**src/hdl/spi_port_pkg.sv**
```systemverilog
package spi_port_pkg;
    // register indices; byte address is four times the index
    localparam logic [2:0] IDX_CTRL    = 3'h0;
    localparam logic [2:0] IDX_PRIO    = 3'h1;
    localparam logic [2:0] IDX_STATUS  = 3'h2;
    localparam logic [2:0] IDX_DATA    = 3'h3;
    localparam int         ADDR_W      = 5;

    // port_control fields
    localparam int CTRL_DBL  = 7;
    localparam int CTRL_EN   = 6;
    localparam int CTRL_ORD  = 5;
    localparam int CTRL_MST  = 4;
    localparam int CTRL_MODE = 2;
    localparam int CTRL_PRE  = 0;

    // transfer_flags fields
    localparam int STAT_TC   = 7;
    localparam int STAT_WCOL = 6;

    // reset values, and the read value of the priority reserved bits
    localparam logic [7:0] CTRL_RST    = 8'h00;
    localparam logic [1:0] PRIO_RST    = 2'h0;
    localparam logic [7:0] PRIO_RSV    = 8'h00;

    // serial clock divisors, normal and double speed
    localparam logic [7:0] DIV_N0 = 8'h04;
    localparam logic [7:0] DIV_N1 = 8'h10;
    localparam logic [7:0] DIV_N2 = 8'h40;
    localparam logic [7:0] DIV_N3 = 8'h80;
    localparam logic [7:0] DIV_D0 = 8'h02;
    localparam logic [7:0] DIV_D1 = 8'h08;
    localparam logic [7:0] DIV_D2 = 8'h20;
    localparam logic [7:0] DIV_D3 = 8'h40;

    // last edge index in one byte and last bit index
    localparam logic [3:0] LAST_EDGE = 4'hf;
    localparam logic [2:0] LAST_BIT  = 3'h7;

    typedef enum logic [1:0] {
        ST_IDLE  = 2'b00,
        ST_MRUN  = 2'b01,
        ST_SRUN  = 2'b10
    } fsm_e;
endpackage

```
**src/hdl/pin_sync.sv**
```systemverilog
`timescale 1ns/1ps
// two-stage synchroniser for the asynchronous serial pins
module pin_sync (
    input  wire logic       clk,
    input  wire logic       reset,
    input  wire logic [3:0] pins_in,
    output logic      [3:0] pins_out
);
    typedef struct packed {
        logic [3:0] s1;
        logic [3:0] s2;
    } sync_s;

    sync_s st;
    sync_s nx;

    // first stage feeds only the second stage
    always_comb begin
        nx    = st;
        nx.s1 = pins_in;
        nx.s2 = st.s1;
    end

    // idle levels: clock low, select high (deselected)
    always_ff @(posedge clk) begin
        if (reset) begin
            st <= '{s1: 4'h8, s2: 4'h8};
        end else begin
            st <= nx;
        end
    end

    assign pins_out = st.s2;
endmodule

```
**src/hdl/spi_master_slave_port.sv**
```systemverilog
// Design decision made here: the Avalon-MM slave port.
`timescale 1ns/1ps
// Summary of operation
// [RULE1] dma request only in slave mode
// [RULE2] double speed doubles master serial clock
// [RULE3] no serial activity unless enabled
// [RULE4] bit order one sends lsb first
// [RULE5] master bit selects master or slave
// [RULE6] select low as input drops mastership
// [RULE7] lost mastership also sets complete flag
// [RULE8] mode field picks sample and setup edges
// [RULE9] serial clock idles at leading-edge opposite level
// [RULE10] normal divisors 4, 16, 64, 128
// [RULE11] double speed divisors 2, 8, 32, 64
// [RULE12] slave ignores the divider field
// [RULE13] nonzero priority enables interrupt on flag
// [RULE14] complete flag set after whole byte
// [RULE15] flag cleared by vector or status-then-data
// [RULE16] data write during transfer sets collision
// [RULE17] collision cleared by status read then data
// [RULE18] data write starts transmission
// [RULE19] data read returns last received byte
// [RULE20] software writes reserved bits as zero
// [RULE21] master shifts eight bits then stops
// [RULE22] select high releases output, drops partial byte
// [RULE23] external clock phases exceed two cycles
// [RULE24] software reads byte before next completes
// [RULE25] dma pulse coincides with buffer load
module spi_master_slave_port
    import spi_port_pkg::*;
(
    input  wire logic                           CLK,
    input  wire logic                           RESET,
    input  wire logic [spi_port_pkg::ADDR_W-1:0] ADDRESS,
    input  wire logic                           READ,
    input  wire logic                           WRITE,
    input  wire logic [31:0]                    WRITEDATA,
    input  wire logic [3:0]                     BYTEENABLE,
    output logic      [31:0]                    READDATA,
    output logic                                WAITREQUEST,
    input  wire logic                           SCK_IN,
    output logic                                SCK_OUT,
    output logic                                SCK_OE_N,
    input  wire logic                           MOSI_IN,
    output logic                                MOSI_OUT,
    output logic                                MOSI_OE_N,
    input  wire logic                           MISO_IN,
    output logic                                MISO_OUT,
    output logic                                MISO_OE_N,
    input  wire logic                           SS_N_IN,
    input  wire logic                           SS_IS_INPUT,
    input  wire logic                           IRQ_ACK,
    output logic                                IRQ,
    output logic      [1:0]                     IRQ_LEVEL,
    output logic                                DMA_REQ
);
    import spi_port_pkg::*;

    typedef struct packed {
        logic [7:0] ctrl;
        logic [1:0] prio;
        logic       tc;
        logic       wcol;
        logic       arm_tc;
        logic       arm_wc;
        logic [7:0] rxbuf;
        logic [7:0] txhold;
        logic [7:0] txsh;
        logic [7:0] rxsh;
        logic       txfirst;
        fsm_e       fsm;
        logic [6:0] cnt;
        logic [3:0] edges;
        logic [2:0] bits;
        logic       sck;
        logic       sck_prev;
        logic       dout;
        logic       sck_oe_n;
        logic       mosi_oe_n;
        logic       miso_oe_n;
        logic       irq;
        logic       dma;
        logic       wreq;
        logic [7:0] rdata;
    } port_s;

    localparam port_s ST_RST = '{ctrl: CTRL_RST, prio: PRIO_RST, fsm: ST_IDLE, wreq: 1'b1,
                                 sck_oe_n: 1'b1, mosi_oe_n: 1'b1, miso_oe_n: 1'b1, default: '0};

    port_s      st;
    port_s      n;
    logic [3:0] pins_s;
    logic       sck_s;
    logic       mosi_s;
    logic       miso_s;
    logic       ss_n_s;
    logic       req;
    logic       done;
    logic       busy;
    logic       lead;
    logic       sample;
    logic       is_data;
    logic       en;
    logic       mst;
    logic       cpol;
    logic       cpha;
    logic       lsb1st;
    logic       m_done;
    logic       s_done;
    logic       mfault;

    // pins come from another party and are synchronised first
    pin_sync u_sync (
        .clk      (CLK),
        .reset    (RESET),
        .pins_in  ({SS_N_IN, MISO_IN, MOSI_IN, SCK_IN}),
        .pins_out (pins_s)
    );
    assign sck_s  = pins_s[0];
    assign mosi_s = pins_s[1];
    assign miso_s = pins_s[2];
    assign ss_n_s = pins_s[3];

    // half period minus one, in clock cycles, for the chosen divisor
    function automatic logic [6:0] half_m1(input logic dbl, input logic [1:0] pre);
        logic [7:0] div;
        div = 8'h00;
        case ({dbl, pre})
            3'b000:  div = DIV_N0;
            3'b001:  div = DIV_N1;
            3'b010:  div = DIV_N2;
            3'b011:  div = DIV_N3;
            3'b100:  div = DIV_D0;
            3'b101:  div = DIV_D1;
            3'b110:  div = DIV_D2;
            default: div = DIV_D3;
        endcase
        half_m1 = 7'((div >> 1) - 8'h01);
    endfunction

    function automatic logic [7:0] shift_in(input logic [7:0] sh, input logic b, input logic lsb);
        shift_in = lsb ? {b, sh[7:1]} : {sh[6:0], b};
    endfunction

    function automatic logic [7:0] shift_out(input logic [7:0] sh, input logic lsb);
        shift_out = lsb ? {1'b0, sh[7:1]} : {sh[6:0], 1'b0};
    endfunction

    assign en     = st.ctrl[CTRL_EN];
    assign mst    = st.ctrl[CTRL_MST];
    assign cpol   = st.ctrl[CTRL_MODE+1];
    assign cpha   = st.ctrl[CTRL_MODE];
    assign lsb1st = st.ctrl[CTRL_ORD];

    // one wait cycle per access; the access takes effect when waitrequest is low
    assign req     = READ | WRITE;
    assign done    = req & ~st.wreq;
    assign is_data = (ADDRESS == {IDX_DATA, 2'b00});
    assign busy    = (st.fsm == ST_MRUN) || (st.fsm == ST_SRUN && st.bits != 3'h0);
    assign mfault  = en && mst && SS_IS_INPUT && !ss_n_s;
    assign lead    = (st.fsm == ST_MRUN) ? !st.edges[0] : (st.sck_prev == cpol);
    assign sample  = (lead != cpha);
    assign m_done  = (st.fsm == ST_MRUN) && (st.cnt == half_m1(st.ctrl[CTRL_DBL], st.ctrl[1:0]))
                     && (st.edges == LAST_EDGE);
    assign s_done  = (st.fsm == ST_SRUN) && !ss_n_s && (sck_s != st.sck_prev) && sample
                     && (st.bits == LAST_BIT);

    // next state: bus side effects, shift engine, then flag sets last so they win
    always_comb begin
        n         = st;
        n.dma     = 1'b0;
        n.wreq    = !(req && st.wreq);
        n.sck_prev = sck_s;
        // read data is captured in the wait cycle and stands at the completing edge
        if (req && st.wreq && READ) begin
            if (ADDRESS == {IDX_CTRL, 2'b00}) begin
                n.rdata = st.ctrl;
            end else if (ADDRESS == {IDX_PRIO, 2'b00}) begin
                n.rdata = PRIO_RSV | {6'h00, st.prio};
            end else if (ADDRESS == {IDX_STATUS, 2'b00}) begin
                n.rdata = {st.tc, st.wcol, 6'h00};
            end else if (is_data) begin
                n.rdata = st.rxbuf; // RULE19
            end else begin
                n.rdata = 8'h00;
            end
        end
        // status read arms the clear; any data access then completes it
        if (done && READ && ADDRESS == {IDX_STATUS, 2'b00}) begin
            n.arm_tc = st.tc;
            n.arm_wc = st.wcol;
        end
        if (done && is_data) begin
            if (st.arm_tc) n.tc = 1'b0; // RULE15
            if (st.arm_wc) n.wcol = 1'b0; // RULE17
            n.arm_tc = 1'b0;
            n.arm_wc = 1'b0;
        end
        if (IRQ_ACK) begin
            n.tc = 1'b0; // RULE15
        end
        if (done && WRITE && BYTEENABLE[0]) begin
            if (ADDRESS == {IDX_CTRL, 2'b00}) begin
                n.ctrl = WRITEDATA[7:0];
            end else if (ADDRESS == {IDX_PRIO, 2'b00}) begin
                n.prio = WRITEDATA[1:0];
            end
        end
        // shift engine
        case (st.fsm)
            ST_IDLE: begin
                n.sck = cpol; // RULE9
                n.cnt = 7'h00;
                n.edges = 4'h0;
                n.bits = 3'h0;
                if (en && !mst && !ss_n_s) begin
                    n.fsm = ST_SRUN;
                end
            end
            ST_MRUN: begin
                // divider only matters here, never in slave mode
                if (st.cnt == half_m1(st.ctrl[CTRL_DBL], st.ctrl[1:0])) begin // RULE2 RULE10 RULE11
                    n.cnt = 7'h00;
                    n.sck = !st.sck;
                    n.edges = 4'(st.edges + 4'h1);
                    if (sample) begin // RULE8
                        n.rxsh = shift_in(st.rxsh, miso_s, lsb1st);
                    end else if (st.txfirst) begin
                        n.txfirst = 1'b0;
                    end else begin
                        n.txsh = shift_out(st.txsh, lsb1st); // RULE4
                    end
                    if (st.edges == LAST_EDGE) begin
                        n.fsm = ST_IDLE; // RULE21
                        n.rxbuf = n.rxsh;
                    end
                end else begin
                    n.cnt = 7'(st.cnt + 7'h01);
                end
            end
            ST_SRUN: begin
                // timing comes only from the external clock; relies on phases over two cycles
                if (ss_n_s) begin
                    n.fsm = ST_IDLE; // RULE22
                    n.bits = 3'h0;
                    n.txsh = st.txhold;
                    n.txfirst = cpha;
                end else if (sck_s != st.sck_prev) begin // RULE12 RULE23
                    if (sample) begin // RULE8
                        n.rxsh = shift_in(st.rxsh, mosi_s, lsb1st);
                        n.bits = 3'(st.bits + 3'h1);
                        if (st.bits == LAST_BIT) begin
                            // single receive buffer: an unread byte is overwritten
                            n.rxbuf = n.rxsh; // RULE24
                            n.dma = 1'b1; // RULE1 RULE25
                            n.txsh = st.txhold;
                            n.txfirst = 1'b1;
                        end
                    end else if (st.txfirst) begin
                        n.txfirst = 1'b0;
                    end else begin
                        n.txsh = shift_out(st.txsh, lsb1st); // RULE4
                    end
                end
            end
            default: n.fsm = ST_IDLE;
        endcase
        // data write: start a byte, or flag a collision while one runs
        if (done && WRITE && BYTEENABLE[0] && is_data) begin
            if (busy) begin
                n.wcol = 1'b1; // RULE16
            end else begin
                n.txhold = WRITEDATA[7:0];
                if (st.fsm != ST_SRUN || st.bits == 3'h0) begin
                    n.txsh = WRITEDATA[7:0];
                    n.txfirst = cpha;
                end
                if (en && mst) begin
                    n.fsm = ST_MRUN; // RULE18 RULE5
                    n.cnt = 7'h00;
                    n.edges = 4'h0;
                    n.sck = cpol;
                end
            end
        end
        if (m_done || s_done) begin
            n.tc = 1'b1; // RULE14
        end
        // another master pulls select low: step down and tell software
        if (mfault) begin
            n.ctrl[CTRL_MST] = 1'b0; // RULE6
            n.tc = 1'b1; // RULE7
            n.fsm = ST_IDLE;
        end
        if (!n.ctrl[CTRL_EN]) begin
            n.fsm = ST_IDLE; // RULE3
            n.bits = 3'h0;
        end
        // pin drivers follow mode; output enables are active low
        n.sck_oe_n  = !(n.ctrl[CTRL_EN] && n.ctrl[CTRL_MST]); // RULE5
        n.mosi_oe_n = n.sck_oe_n;
        n.miso_oe_n = !(n.fsm == ST_SRUN && !ss_n_s); // RULE22
        n.dout      = n.ctrl[CTRL_ORD] ? n.txsh[0] : n.txsh[7];
        n.irq       = n.tc && (n.prio != 2'h0); // RULE13
    end

    always_ff @(posedge CLK) begin
        if (RESET) begin
            st <= ST_RST;
        end else begin
            st <= n;
        end
    end

    assign READDATA    = {24'h00_0000, st.rdata};
    assign WAITREQUEST = st.wreq;
    assign SCK_OUT     = st.sck;
    assign SCK_OE_N    = st.sck_oe_n;
    assign MOSI_OUT    = st.dout;
    assign MOSI_OE_N   = st.mosi_oe_n;
    assign MISO_OUT    = st.dout;
    assign MISO_OE_N   = st.miso_oe_n;
    assign IRQ         = st.irq;
    assign IRQ_LEVEL   = st.prio;
    assign DMA_REQ     = st.dma;
endmodule

```
**config.mk**
```make
export PLATFORM = sky130hd
export DESIGN_NAME = spi_master_slave_port
export DESIGN_NICKNAME = d
export VERILOG_FILES = /design/src/hdl/spi_port_pkg.sv /design/src/hdl/pin_sync.sv /design/src/hdl/spi_master_slave_port.sv
export SDC_FILE = /design/constraint.sdc
export NUM_CORES = 1
export LEC_CHECK = 0
export BUFFER_PORTS_ARGS = -buffer_cell sky130_fd_sc_hd__buf_2
export CAP_MARGIN = 20
export CORE_UTILIZATION = 51
export DETAILED_ROUTE_END_ITERATION = 10
export GPL_ROUTABILITY_DRIVEN = 0
export PLACE_DENSITY = 0.77
export SLEW_MARGIN = 15
export SYNTH_ARGS = -nofsm -noshare
export SYNTH_HDL_FRONTEND = slang
export SYNTH_HIERARCHICAL = 1
export SYNTH_SLANG_ARGS = --single-unit
```
**constraint.sdc**
```tcl
create_clock -name CLK -period 2.3 [get_ports CLK]
set_input_delay 0.46 -clock CLK [delete_from_list [all_inputs] [get_ports CLK]]
set_output_delay 0.46 -clock CLK [all_outputs]
set_load 0.02 [all_outputs]
```
After elaboration in Yosys (flattened, before gate mapping)

Index checks and enable logic that the tools add are counted.

Add/sub/neg operators: 5
Multiplexer cells: 73
Eq/ne operators: 27
Reduce and logical (&&, ||, !) cells: 49
Bitwise gates (word level): 8

Operator list:

| operator                                                           | number |
|---|---|
| 8-bit two-way mux                                                  | 25 |
| 8-bit case mux with 6 select lines                                 | 1 |
| 17-bit case mux with 2 select lines                                | 1 |
| 14-bit two-way mux                                                 | 2 |
| 1-bit logical AND                                                  | 23 |
| 11-bit case mux with 2 select lines                                | 1 |
| 1-bit two-way mux                                                  | 20 |
| 19-bit two-way mux                                                 | 1 |
| 17-bit two-way mux                                                 | 1 |
| 2-bit two-way mux                                                  | 8 |
| 8-bit case mux with 2 select lines                                 | 1 |
| 7-bit == test                                                      | 2 |
| 7-bit two-way mux                                                  | 2 |
| 7-bit by 1-bit subtractor with 7-bit output, second input constant | 2 |
| 13-bit two-way mux                                                 | 1 |
| 3-bit == test, second input constant                               | 4 |
| 5-bit by 4-bit == test with 1-bit output, second input constant    | 2 |
| 3-bit two-way mux                                                  | 3 |
| 9-bit two-way mux                                                  | 1 |
| 4-bit two-way mux                                                  | 2 |
| 2-bit by 1-bit != test with 1-bit output, second input constant    | 4 |
| 7-bit by 1-bit adder with 7-bit output, second input constant      | 1 |
| 1-bit zero test                                                    | 7 |
| 7-bit AND reduction                                                | 1 |
| other kinds (30)                                                   | 46 |

Register bits: 87
Logic and storage cells: 189

Longest topological paths before layout

Gate-level depths: netlist of run 1.

Depth in word-level cells: 15
Depth in mapped cells: 12
Depth with buffers taken out: 9

Modules after synthesis

Netlist of run 1, hierarchy kept.

By module, submodules not included:

| module                | instances | cells an instance | area an instance (um^2) |
|---|---|---|---|
| spi_master_slave_port | 1         | 619               | 5059.9 |
| pin_sync              | 1         | 16                | 210.2 |

Worst setup path after synthesis of run 1

Ideal clock, no wire load.

Kind: in2reg
Start: input ADDRESS[4] (netlist name)
End: register st, in the netlist MISO_OE_N
Cell stages on the path: 8
Library setup time: 124 ps
Slack: -133 ps
Required time: 2176 ps
Arrival time: 2308 ps
Cells stage by stage: or3_1 > buf_2 > nor3_4 > nand2_2 > mux2i_1 > or4_1 > nor3_1 > nand3b_1

Cells in the longest elaborated chain, start to end: 8
Elaborated cells on any way between the ends: 11

RTL lines:

| element                                  | RTL line                     | text |
|---|---|---|
| from (decl)                              | spi_master_slave_port.sv:34  | `input wire logic [spi_port_pkg::ADDR_W-1:0] ADDRESS,` |
| 5-bit by 4-bit == test with 1-bit output | spi_master_slave_port.sv:158 | `assign is_data = (ADDRESS == {IDX_DATA, 2'b00});` |
| 1-bit logical AND                        | spi_master_slave_port.sv:269 | `if (done && WRITE && BYTEENABLE[0] && is_data) begin` |
| 14-bit two-way mux                       | spi_master_slave_port.sv:269 |  |
| 2-bit two-way mux                        | spi_master_slave_port.sv:290 | `if (mfault) begin` |
| 2-bit two-way mux (*)                    | spi_master_slave_port.sv:295 | `if (!n.ctrl[CTRL_EN]) begin` |
| 2-bit == test (*)                        | spi_master_slave_port.sv:302 | `n.miso_oe_n = !(n.fsm == ST_SRUN && !ss_n_s);` |
| 1-bit logical AND (*)                    | spi_master_slave_port.sv:302 |  |
| 1-bit zero test (*)                      | spi_master_slave_port.sv:302 |  |
| to (signal assigned)                     | spi_master_slave_port.sv:311 | `st <= n;` |
| to (decl)                                | spi_master_slave_port.sv:90  | `port_s st;` |

Mark *: on every way between the ends. The rest lies on a longest branch, timed or not.
A chain may end at the register's enable or synchronous reset.

Worst setup path after layout of run 1

Start: register st[72] (netlist name)
End: register st, in the netlist MISO_OUT

Cells in the longest elaborated chain, start to end: 11
Elaborated cells on any way between the ends: 16

RTL lines:

| element                                         | RTL line                     | text |
|---|---|---|
| 3-bit == test (tied with other cells)           | spi_master_slave_port.sv:128 | `case ({dbl, pre})` |
| 8-bit case mux with 6 select lines (*)          | spi_master_slave_port.sv:128 |  |
| 8-bit two-way mux (*)                           | spi_master_slave_port.sv:210 | `case (st.fsm)` |
| 7-bit by 1-bit subtractor with 7-bit output (*) | spi_master_slave_port.sv:138 | `half_m1 = 7'((div >> 1) - 8'h01);` |
| 7-bit == test (*)                               | spi_master_slave_port.sv:222 | `if (st.cnt == half_m1(st.ctrl[CTRL_DBL], st.ctrl[1:0])) begin` |
| 19-bit two-way mux (*)                          | spi_master_slave_port.sv:222 |  |
| 17-bit case mux with 2 select lines (*)         | spi_master_slave_port.sv:210 |  |
| 8-bit two-way mux                               | spi_master_slave_port.sv:274 | `if (st.fsm != ST_SRUN \|\| st.bits == 3'h0) begin` |
| 8-bit two-way mux                               | spi_master_slave_port.sv:270 | `if (busy) begin` |
| 8-bit two-way mux (*)                           | spi_master_slave_port.sv:269 |  |
| 1-bit two-way mux (*)                           | spi_master_slave_port.sv:303 | `n.dout = n.ctrl[CTRL_ORD] ? n.txsh[0] : n.txsh[7];` |

Mark *: on every way between the ends. The rest lies on a longest branch, timed or not. The select of a mux whose other input is x is not followed.

==> results of run 1 <==
## routing by layer
metal / share of wire (%) / track usage (%) / vias up
met5: 0 / 0 / -
met2: 48 / 43.8 / 215
li1: - / - / 2339
met4: 3.2 / 13.0 / 0
met1: 42 / 31.5 / 2350
met3: 6.3 / 6.54 / 36
## area by class of cell
| class | instances | area share, % |
|---|---|---|
| tap | 133 | 2.74 |
| timing repair buffer | 104 | 11.6 |
| multi-input combinational | 479 | 52.3 |
| inverter | 16 | 0.990 |
| clock inverter | 6 | 1.55 |
| clock buffer | 9 | 2.04 |
| sequential | 87 | 28.8 |
## stage by stage
step	utilization [%]	hold WS, ps	setup TNS, ps	cells
after floorplan	-	383	-118	658
after global placement	58.0	390	-31.1	815
after detailed placement	58.0	392	-350	815
after CTS	60.2	234	-34.8	830
after global routing	61.2	248	0	834
final	61.2	253	0	834
## worst max-delay path, stage by stage, from the launching register on
cell                       delay [ps]
sky130_fd_sc_hd__dfxtp_4          380
sky130_fd_sc_hd__or2b_1           260
sky130_fd_sc_hd__or2_1            270
sky130_fd_sc_hd__a31oi_4          310
sky130_fd_sc_hd__nand4_4          200
sky130_fd_sc_hd__buf_4            180
sky130_fd_sc_hd__a311oi_1         290
sky130_fd_sc_hd__buf_4            170
sky130_fd_sc_hd__a211oi_2          50
## cells in the mapped netlist (8+ instances only)
cell type                  instances
sky130_fd_sc_hd__a22oi_1          11
sky130_fd_sc_hd__o21a_1            8
sky130_fd_sc_hd__o21ai_0          16
sky130_fd_sc_hd__nand2_1          63
sky130_fd_sc_hd__nor3_1           20
sky130_fd_sc_hd__nand3_1          23
sky130_fd_sc_hd__a221oi_1         10
sky130_fd_sc_hd__clkbuf_1         25
sky130_fd_sc_hd__o21ai_1           9
sky130_fd_sc_hd__ha_1              9
sky130_fd_sc_hd__dfxtp_1          87
sky130_fd_sc_hd__mux2_2           21
sky130_fd_sc_hd__nor2b_1           9
sky130_fd_sc_hd__and3_1            8
sky130_fd_sc_hd__mux2i_1          35
sky130_fd_sc_hd__buf_2            12
sky130_fd_sc_hd__inv_1            14
sky130_fd_sc_hd__a21oi_1          44
sky130_fd_sc_hd__buf_4            38
sky130_fd_sc_hd__a311oi_1          8
sky130_fd_sc_hd__nor2_1           62
## sequential cells by signal (all words and copies together) (netlist names)
register and flops:
u_sync/pins_out 4, DMA_REQ 1, en 1, u_sync/nx 4
IRQ 1, IRQ_LEVEL 2, cpol 1, MISO_OE_N 1
READDATA 8, WAITREQUEST 1, st 57, lsb1st 1
mst 1, MOSI_OE_N 1, cpha 1, SCK_OUT 1
MISO_OUT 1
## timing repair
item	in CTS	in global routing
hold endpoints to repair	0	0
buffers inserted	0	4
gates resized for setup	1	16
setup endpoints to repair	4	33
pin swaps	0	7
## power by group
group	internal [mW]	switching (mW)	total, mW
Sequential	1.52	0.00794	1.53
Clock	0.612	0.565	1.18
Combinational	0.0622	0.137	0.199
## kinds of logic after synthesis
logic type               count (synthesis)
adder cells (fa/ha/maj)                  9
buffers and inverters                   92
XOR/XNOR                                 9
multiplexers                            57
other                                    1
AO/OA/AOI/OAI                          147
flip-flops                              87
AND/OR/NAND/NOR                        233
## path summary, 6_finish.rpt
path	slack (ps)	cells past startpoint	endpoint	startpoint
hold / removal	250	2	u_sync/nx[3]$_SDFF_PP1_	SS_N_IN
setup reg to reg	80	8	MISO_OUT$_SDFF_PP0_	st[72]$_SDFFE_PP0P_
setup / recovery	80	8	MISO_OUT$_SDFF_PP0_	st[72]$_SDFFE_PP0P_
hold reg to reg	410	1	u_sync/pins_out[3]$_SDFF_PP1_	u_sync/nx[3]$_SDFF_PP1_
==> summary by stage, run 1 <==
Synth
Of all cell types, the one taking the most synthesized area is sky130_fd_sc_hd__dfxtp_1. The basic-gate share of the synthesized area counting and, or, nand and nor cells is 22.2%. Of the post-synthesis cell area, the part taken by muxes is 11.3%. The post-synthesis instance area is 5270 um^2. The main combinational cell family by area after synthesis is simple AND/OR/NAND/NOR gates.

Of the total synthesized cell area, the portion taken by XOR and XNOR cells is 1.50%. The fraction of registers with async set or reset after synthesis is 0%. The arithmetic-cell share of the synthesized area counting full adders, half adders and majority gates is 2.14%. By area the synthesized netlist is led by sky130_fd_sc_hd__dfxtp_1 (33%), sky130_fd_sc_hd__mux2i_1 (6.6%), sky130_fd_sc_hd__buf_4 (5.4%). The complex-gate fraction of the synthesized area is 20.1%. The number of distinct library cell variants in the gate-level netlist after synthesis is 69. Synthesis produced 635 cells.

The primary flip-flop cell chosen by synthesis mapping is sky130_fd_sc_hd__dfxtp_1. The synthesized design contains 0 enable-type register cells. The flip-flop and latch count after synthesis is 87. Of the synthesized area, sequential elements account for 33.0%.

The top cell type by area accounts for 33.0% of the synthesized area. The number of warnings printed during yosys synthesis is 6. The mean instance size in the synthesized netlist is 8.30 um^2.

Setup path
The worst setup path is captured at a register. Data on the critical path arrives at its endpoint at 2470 ps. Data on the critical path is required at its endpoint by 2550 ps. Along the worst path, the maximum fanout reaches 6. The startpoint-to-endpoint class of the critical path is reg -> reg.

The worst setup path is launched from a register.

Placed design
The worst slack at placement is -86.3 ps. The wire-length estimate of the detail-placed layout is 10.3 mm. In this run the tool buffered the top-level ports with 42 buffer cells. Summing all placed instances gives a cell area of 5740 um^2.

Clock network
The deepest level of the CTS H-tree is 3. The clock latency reported for the late side of the worst-skew pair is 380 ps. The CTS tree is done. The tree is rooted in a sky130_fd_sc_hd__clkbuf_8. The TritonCTS buffer count is 9.

The number of buffers between clock root and the deepest sink is 2. The TritonCTS sink count is 87. The count of hold-fix buffers inserted at cts is 0. After clock tree synthesis, the clock-pin slew on the worst setup and hold paths is 90 ps.

Floorplan
The width of the die is 104 um. The floorplan step defined a core boundary enclosing 9910 um^2. For this design the top-level I/O count stands at 94. The starting density of the core is 53.2%.

The vertical die dimension is 104 um. The floorplan step defined a die boundary enclosing 10700 um^2. In this run the core area contains 36 standard-cell rows.

STA
The final critical-path required period is 2220 ps. Based on the critical path, the design can be clocked at up to 0.450 GHz. Setup repair after global routing left no endpoint under its margin. The final number of hold-violating endpoints was 0.

The final-report max-slew violation count is 0. The worst-case setup margin in the final layout is 79.7 ps. The number of failing setup endpoints in the final timing report is 0. After layout, the worst path uses 96.5% of the clock period.

Between clock sinks in the finished design, the worst skew comes to 9.91 ps. The pin slew with the least headroom to its limit is 564 ps. The normalized max-slew margin is 62.3%.

Global routing
The global-route wire length before repair is 22.7 mm. The number of global-route vias before repair came to 4677. Global routing finished with a remaining overflow of 0. The largest net degree at the start of global routing is 24. The global-route total usage across every layer is 26.3%. The number of antenna violations at the first check in global routing is 0.

Finish
For this run, the post-layout net count is 757. In the layout the commonest cells are sky130_fd_sc_hd__dfxtp_1 (86), sky130_fd_sc_hd__nand2_1 (62), sky130_fd_sc_hd__nor2_1 (60). The leading cell type in the layout, fill and taps excluded is sky130_fd_sc_hd__dfxtp_1.

The fraction of layout instances using a drive strength above 1 is 24.8%. The footprint of the multi-input gates is 3170 um^2. The layout filler cell count is 894.

Relative to the synthesized area, the layout overhead comes to 15.1%. The register area is 1750 um^2. The finished cells cover 6070 um^2.

The repair_antennas step left the layout with diodes totalling 0.

Route
Using the TritonRoute via totals, the vias-per-cell ratio works out to 5.92. The average wire per standard cell is 16.7 um. The number of iterations in the first detailed-routing pass is 5. In the routed design, unresolved DRC markers number 0. The number of DRC violations after detailed-routing iteration 0 is 303. The detailed-route wire length is 13.9 mm. The residual antenna-violating net count after detailed routing is 0. The final route contains 4940 vias.

Power and ir drop
In this run the static leakage power is 2.40 nW. The worst supply voltage drop on vdd is 591 uV. The total power density per cell area is 478 nW/um^2. The overall power is 2.90 mW.

Outcome
The run finished with clean final reports.

Flow run
The tool flagged a number of max-cap violations equal to 0.

Worst hold path
In this run the worst hold path is classified as in -> reg.
(Power assumes the default switching activity.)
==> run 2: changes to the inputs <==
--- a/config.mk
+++ b/config.mk
@@ -5,12 +5,13 @@
 export SDC_FILE = /design/constraint.sdc
 export NUM_CORES = 1
 export LEC_CHECK = 0
+export ABC_AREA = 1
 export BUFFER_PORTS_ARGS = -buffer_cell sky130_fd_sc_hd__buf_2
 export CAP_MARGIN = 20
 export CORE_UTILIZATION = 51
 export DETAILED_ROUTE_END_ITERATION = 10
 export GPL_ROUTABILITY_DRIVEN = 0
-export PLACE_DENSITY = 0.77
+export PLACE_DENSITY = 0.76
 export SLEW_MARGIN = 15
 export SYNTH_ARGS = -nofsm -noshare
 export SYNTH_HDL_FRONTEND = slang
==> summary by stage, run 2 <==
Synth
The post-synthesis instance total is 830 (+31%). The number of warnings printed during yosys synthesis came to 6 (unchanged). Ranked by total cell area, the synthesized netlist is headed by sky130_fd_sc_hd__dfxtp_1 (32%), sky130_fd_sc_hd__nand2_1 (14%), sky130_fd_sc_hd__inv_1 (8.1%). Among all cell types in the netlist, the one instantiated most often is sky130_fd_sc_hd__nand2_1. Sorting the synthesized cells by how often they occur yields sky130_fd_sc_hd__nand2_1 (203), sky130_fd_sc_hd__inv_1 (118), sky130_fd_sc_hd__dfxtp_1 (87).

The most used flip-flop cell after synthesis is sky130_fd_sc_hd__dfxtp_1. The number of distinct library cell variants in the gate-level netlist after synthesis is 44 (-36%). The number of synthesized flops with an enable pin is 0 (unchanged). The mean instance size in the synthesized netlist is 6.57 um^2 (-21%). The post-synthesis instance area is 5460 um^2 (+3.5%). The portion of the post-synthesis area used by sequential elements was 31.9% (-1.1 points). The flip-flop and latch count after synthesis is 87 (unchanged). The fraction of registers with async set or reset after synthesis is 0% (unchanged). The proportion of netlist area held by the largest area contributor is 31.9% (-1.1 points). The leading area contributor after synthesis is sky130_fd_sc_hd__dfxtp_1.

STA
The worst-case setup margin in the final layout is 170 ps (+89.8 ps). The maximum clock skew at final layout is 10.0 ps (+0.120 ps). The final-layout setup total negative slack was 0 ps (unchanged). The final-report max-slew violation count is 0 (unchanged). Setup repair after global routing left no endpoint under its margin. The portion of the clock cycle consumed by the worst path in the final layout is 92.6% (-3.9 points). The final number of hold-violating endpoints is 0 (unchanged). The number of failing setup endpoints in the final timing report was 0 (unchanged). The final critical-path required period came to 2130 ps (-89.8 ps). The peak clock frequency supported by timing is 0.469 GHz (+4.2%).

Setup path
The worst reg-to-reg path cell count is 11 (+3). The maximum fanout count along the critical path is 15 (+9). The startpoint kind of the worst setup timing path is a register. The startpoint of the worst-slack reg-to-reg timing path is st[31]$_SDFF_PP0_. The worst setup path is captured at a register. In this run the critical register-to-register path is captured at st[58]$_SDFFE_PP0P_. The critical path is of the reg -> reg type. The internal reg-to-reg setup slack is 170 ps (+90 ps). The critical path required time is 2560 ps (about the same).

The critical path data arrival time is 2390 ps (-80 ps).

Route
The sum of routed wire segments on met1 is 6.32 mm (+7.1%). The detailed-route wire length is 13.3 mm (-4.4%). The highest routed metal layer is met4. The average wire per standard cell was 13.2 um (-21%). The post-detailed-route via-to-cell ratio is 5.15 (-13%). The number of iterations in the first detailed-routing pass is 4 (-1).

The met2 wire length was 5.90 mm (-12%). The residual antenna-violating net count after detailed routing was 0 (unchanged). The number of design rule violations left after detail routing is 0 (unchanged). The number of DRC violations after detailed-routing iteration 0 is 425 (+40%).

The met3 layer wire length in the routed design is 836 um (-4.8%). The total vias in the final route is 5174 (+4.7%).

Worst hold path
The terminating pin of the worst hold path is u_sync/nx[3]$_SDFF_PP1_. The worst hold path cell count is 3 (+1). The path class of the lowest-slack min-delay path is in -> reg. The origin of the worst min-delay path is SS_N_IN.

Placed design
The number of input and output port buffers inserted is 42 (unchanged). The worst slack at placement is 194 ps (+281 ps). The total half-perimeter wirelength after legalization and detailed placement is 9.55 mm (-7.6%).

Clock network
The root buffer cell chosen for the clock tree is sky130_fd_sc_hd__clkbuf_8. The number of buffers between clock root and the deepest sink is 2 (unchanged). The deepest level of the CTS H-tree is 3 (unchanged). The quantity of gates resized following cts came to 0 (-1). The clock latency reported for the late side of the worst-skew pair is 370 ps (about the same). The CTS tree is done.

The number of post-CTS setup repair buffers is 0 (unchanged). The clock transition at the register clock pins on the worst setup and hold paths after CTS came to 100 ps (about the same). The TritonCTS buffer count came to 9 (unchanged). The TritonCTS sink count is 87 (unchanged).

The count of hold-fix buffers inserted at cts is 0 (unchanged).

Finish
Leaving out fill and tap cells, the most frequent cells in the layout are sky130_fd_sc_hd__nand2_1 (203), sky130_fd_sc_hd__inv_1 (118), sky130_fd_sc_hd__dfxtp_1 (87). The number of flip-flops in the largest register is 57 (unchanged). The number of nets in the finished design is 925 (+22%). The area overhead of the layout relative to synthesis is 8.12%. The fraction of layout instances using a drive strength above 1 is 13.6% (-11 points). The leading cell type in the layout, fill and taps excluded is sky130_fd_sc_hd__nand2_1. More flip-flops sit in one register than any other, and that register is st. The number of inserted diodes was 0 (unchanged).

Global routing
The largest net degree at the start of global routing came to 25 (+4.2%). The global-route wire length before repair came to 21.7 mm (-4.2%). The total congestion overflow is 0 (unchanged).

The number of global-route vias before repair is 4577 (-2.1%). The global-route total usage across every layer is 24.4% (-1.9 points). The number of antenna violations at the first check in global routing is 0 (unchanged).

Floorplan
The boundary pin count is 94 (unchanged). The die footprint is 11100 um^2 (+3.4%). The count of standard-cell rows is 37 (+2.8%).

The vertical die dimension is 105 um (+1.7%). The starting density of the core is 52.6% (-0.58 points). The core footprint is 10400 um^2 (+4.6%). The width of the die came to 105 um (+1.7%).

Outcome
The flow ran to the end, and the final reports show no timing, DRC or antenna violations.

Power and ir drop
The total power density per cell area is 504 nW/um^2 (+5.4%). The worst supply voltage drop on vdd was 312 uV (-47%). The leakage power total is 2.51 nW (+4.5%).

Flow run
The number of violations of the max-capacitance limit was 0 (unchanged).
-- run 2: metal layers --
layer  vias up  track usage (%)
met5         -                0
met4         0             7.75
met3        23             4.64
met2       194             39.1
met1      2284             33.1
li1       2673                -
-- run 2: cells by family after synthesis --
| group | share of synthesized area, % |
|---|---|
| AOI/OAI and AO/OA | 20.1 |
| xor gates and xnor gates | 1.31 |
| adders and majority gates | 2.06 |
| buffers and inverters | 16.9 |
| DFF | 31.9 |
| other | 0.0687 |
| and+or+nand+nor | 27.7 |
-- run 2: cell type report --
class	instances	area, um^2
fillers	1052	4470
multi-input cells	571	2880
flip-flops and latches	87	1740
inverters	128	480
repair buffers	68	405
well taps	136	170
clock buffers	9	124
clock inverters	6	92.6
-- run 2: critical path, stage by stage, from the launching register on --
cell and delay (ps):
sky130_fd_sc_hd__dfxtp_1 420, sky130_fd_sc_hd__ha_1 260, sky130_fd_sc_hd__inv_1 110, sky130_fd_sc_hd__nand3_1 120, sky130_fd_sc_hd__nand3_1 120, sky130_fd_sc_hd__nand2_4 180, sky130_fd_sc_hd__buf_4 230, sky130_fd_sc_hd__nand2_1 70
sky130_fd_sc_hd__o21ai_1 90, sky130_fd_sc_hd__o21ai_0 120, sky130_fd_sc_hd__o21ai_0 240, sky130_fd_sc_hd__a21oi_1 60
-- run 2: per-stage QoR --
stage | util (%) | hold slack (ps) | std cells | cell area, um^2 | power [mW]
finish | 56.9 | 265 | 1005 | 5900 | 2.97
global route | 56.9 | 288 | 1005 | 5900 | 3.07
CTS | 56.8 | 262 | 1005 | 5890 | 2.99
detailed placement | 54.7 | 394 | 990 | 5680 | 1.79
global placement | 54.7 | 391 | 990 | 5680 | 1.79
floorplan | - | 386 | 853 | 5540 | 1.77
-- run 2: power by group --
group | switching [mW] | internal (mW) | leakage, nW
registers | 0.0112 | 1.52 | 0.704
logic | 0.159 | 0.0650 | 1.69
clock network | 0.598 | 0.616 | 0.108
-- run 2: how the worst max path moves through the flow --
stage,from,endpoint,slack [ps],depth (start not counted)
floorplan,st[32]$_SDFF_PP0_,IRQ$_SDFF_PP0_,460,14
global placement,st[32]$_SDFF_PP0_,st[35]$_SDFFE_PP0P_,210,11
detailed placement,ADDRESS[1],st[26]$_SDFF_PP0_,190,12
CTS,st[31]$_SDFF_PP0_,st[58]$_SDFFE_PP0P_,170,11
global route,st[32]$_SDFF_PP0_,st[65]$_SDFFE_PP0P_,2,11
finish,st[31]$_SDFF_PP0_,st[58]$_SDFFE_PP0P_,170,11
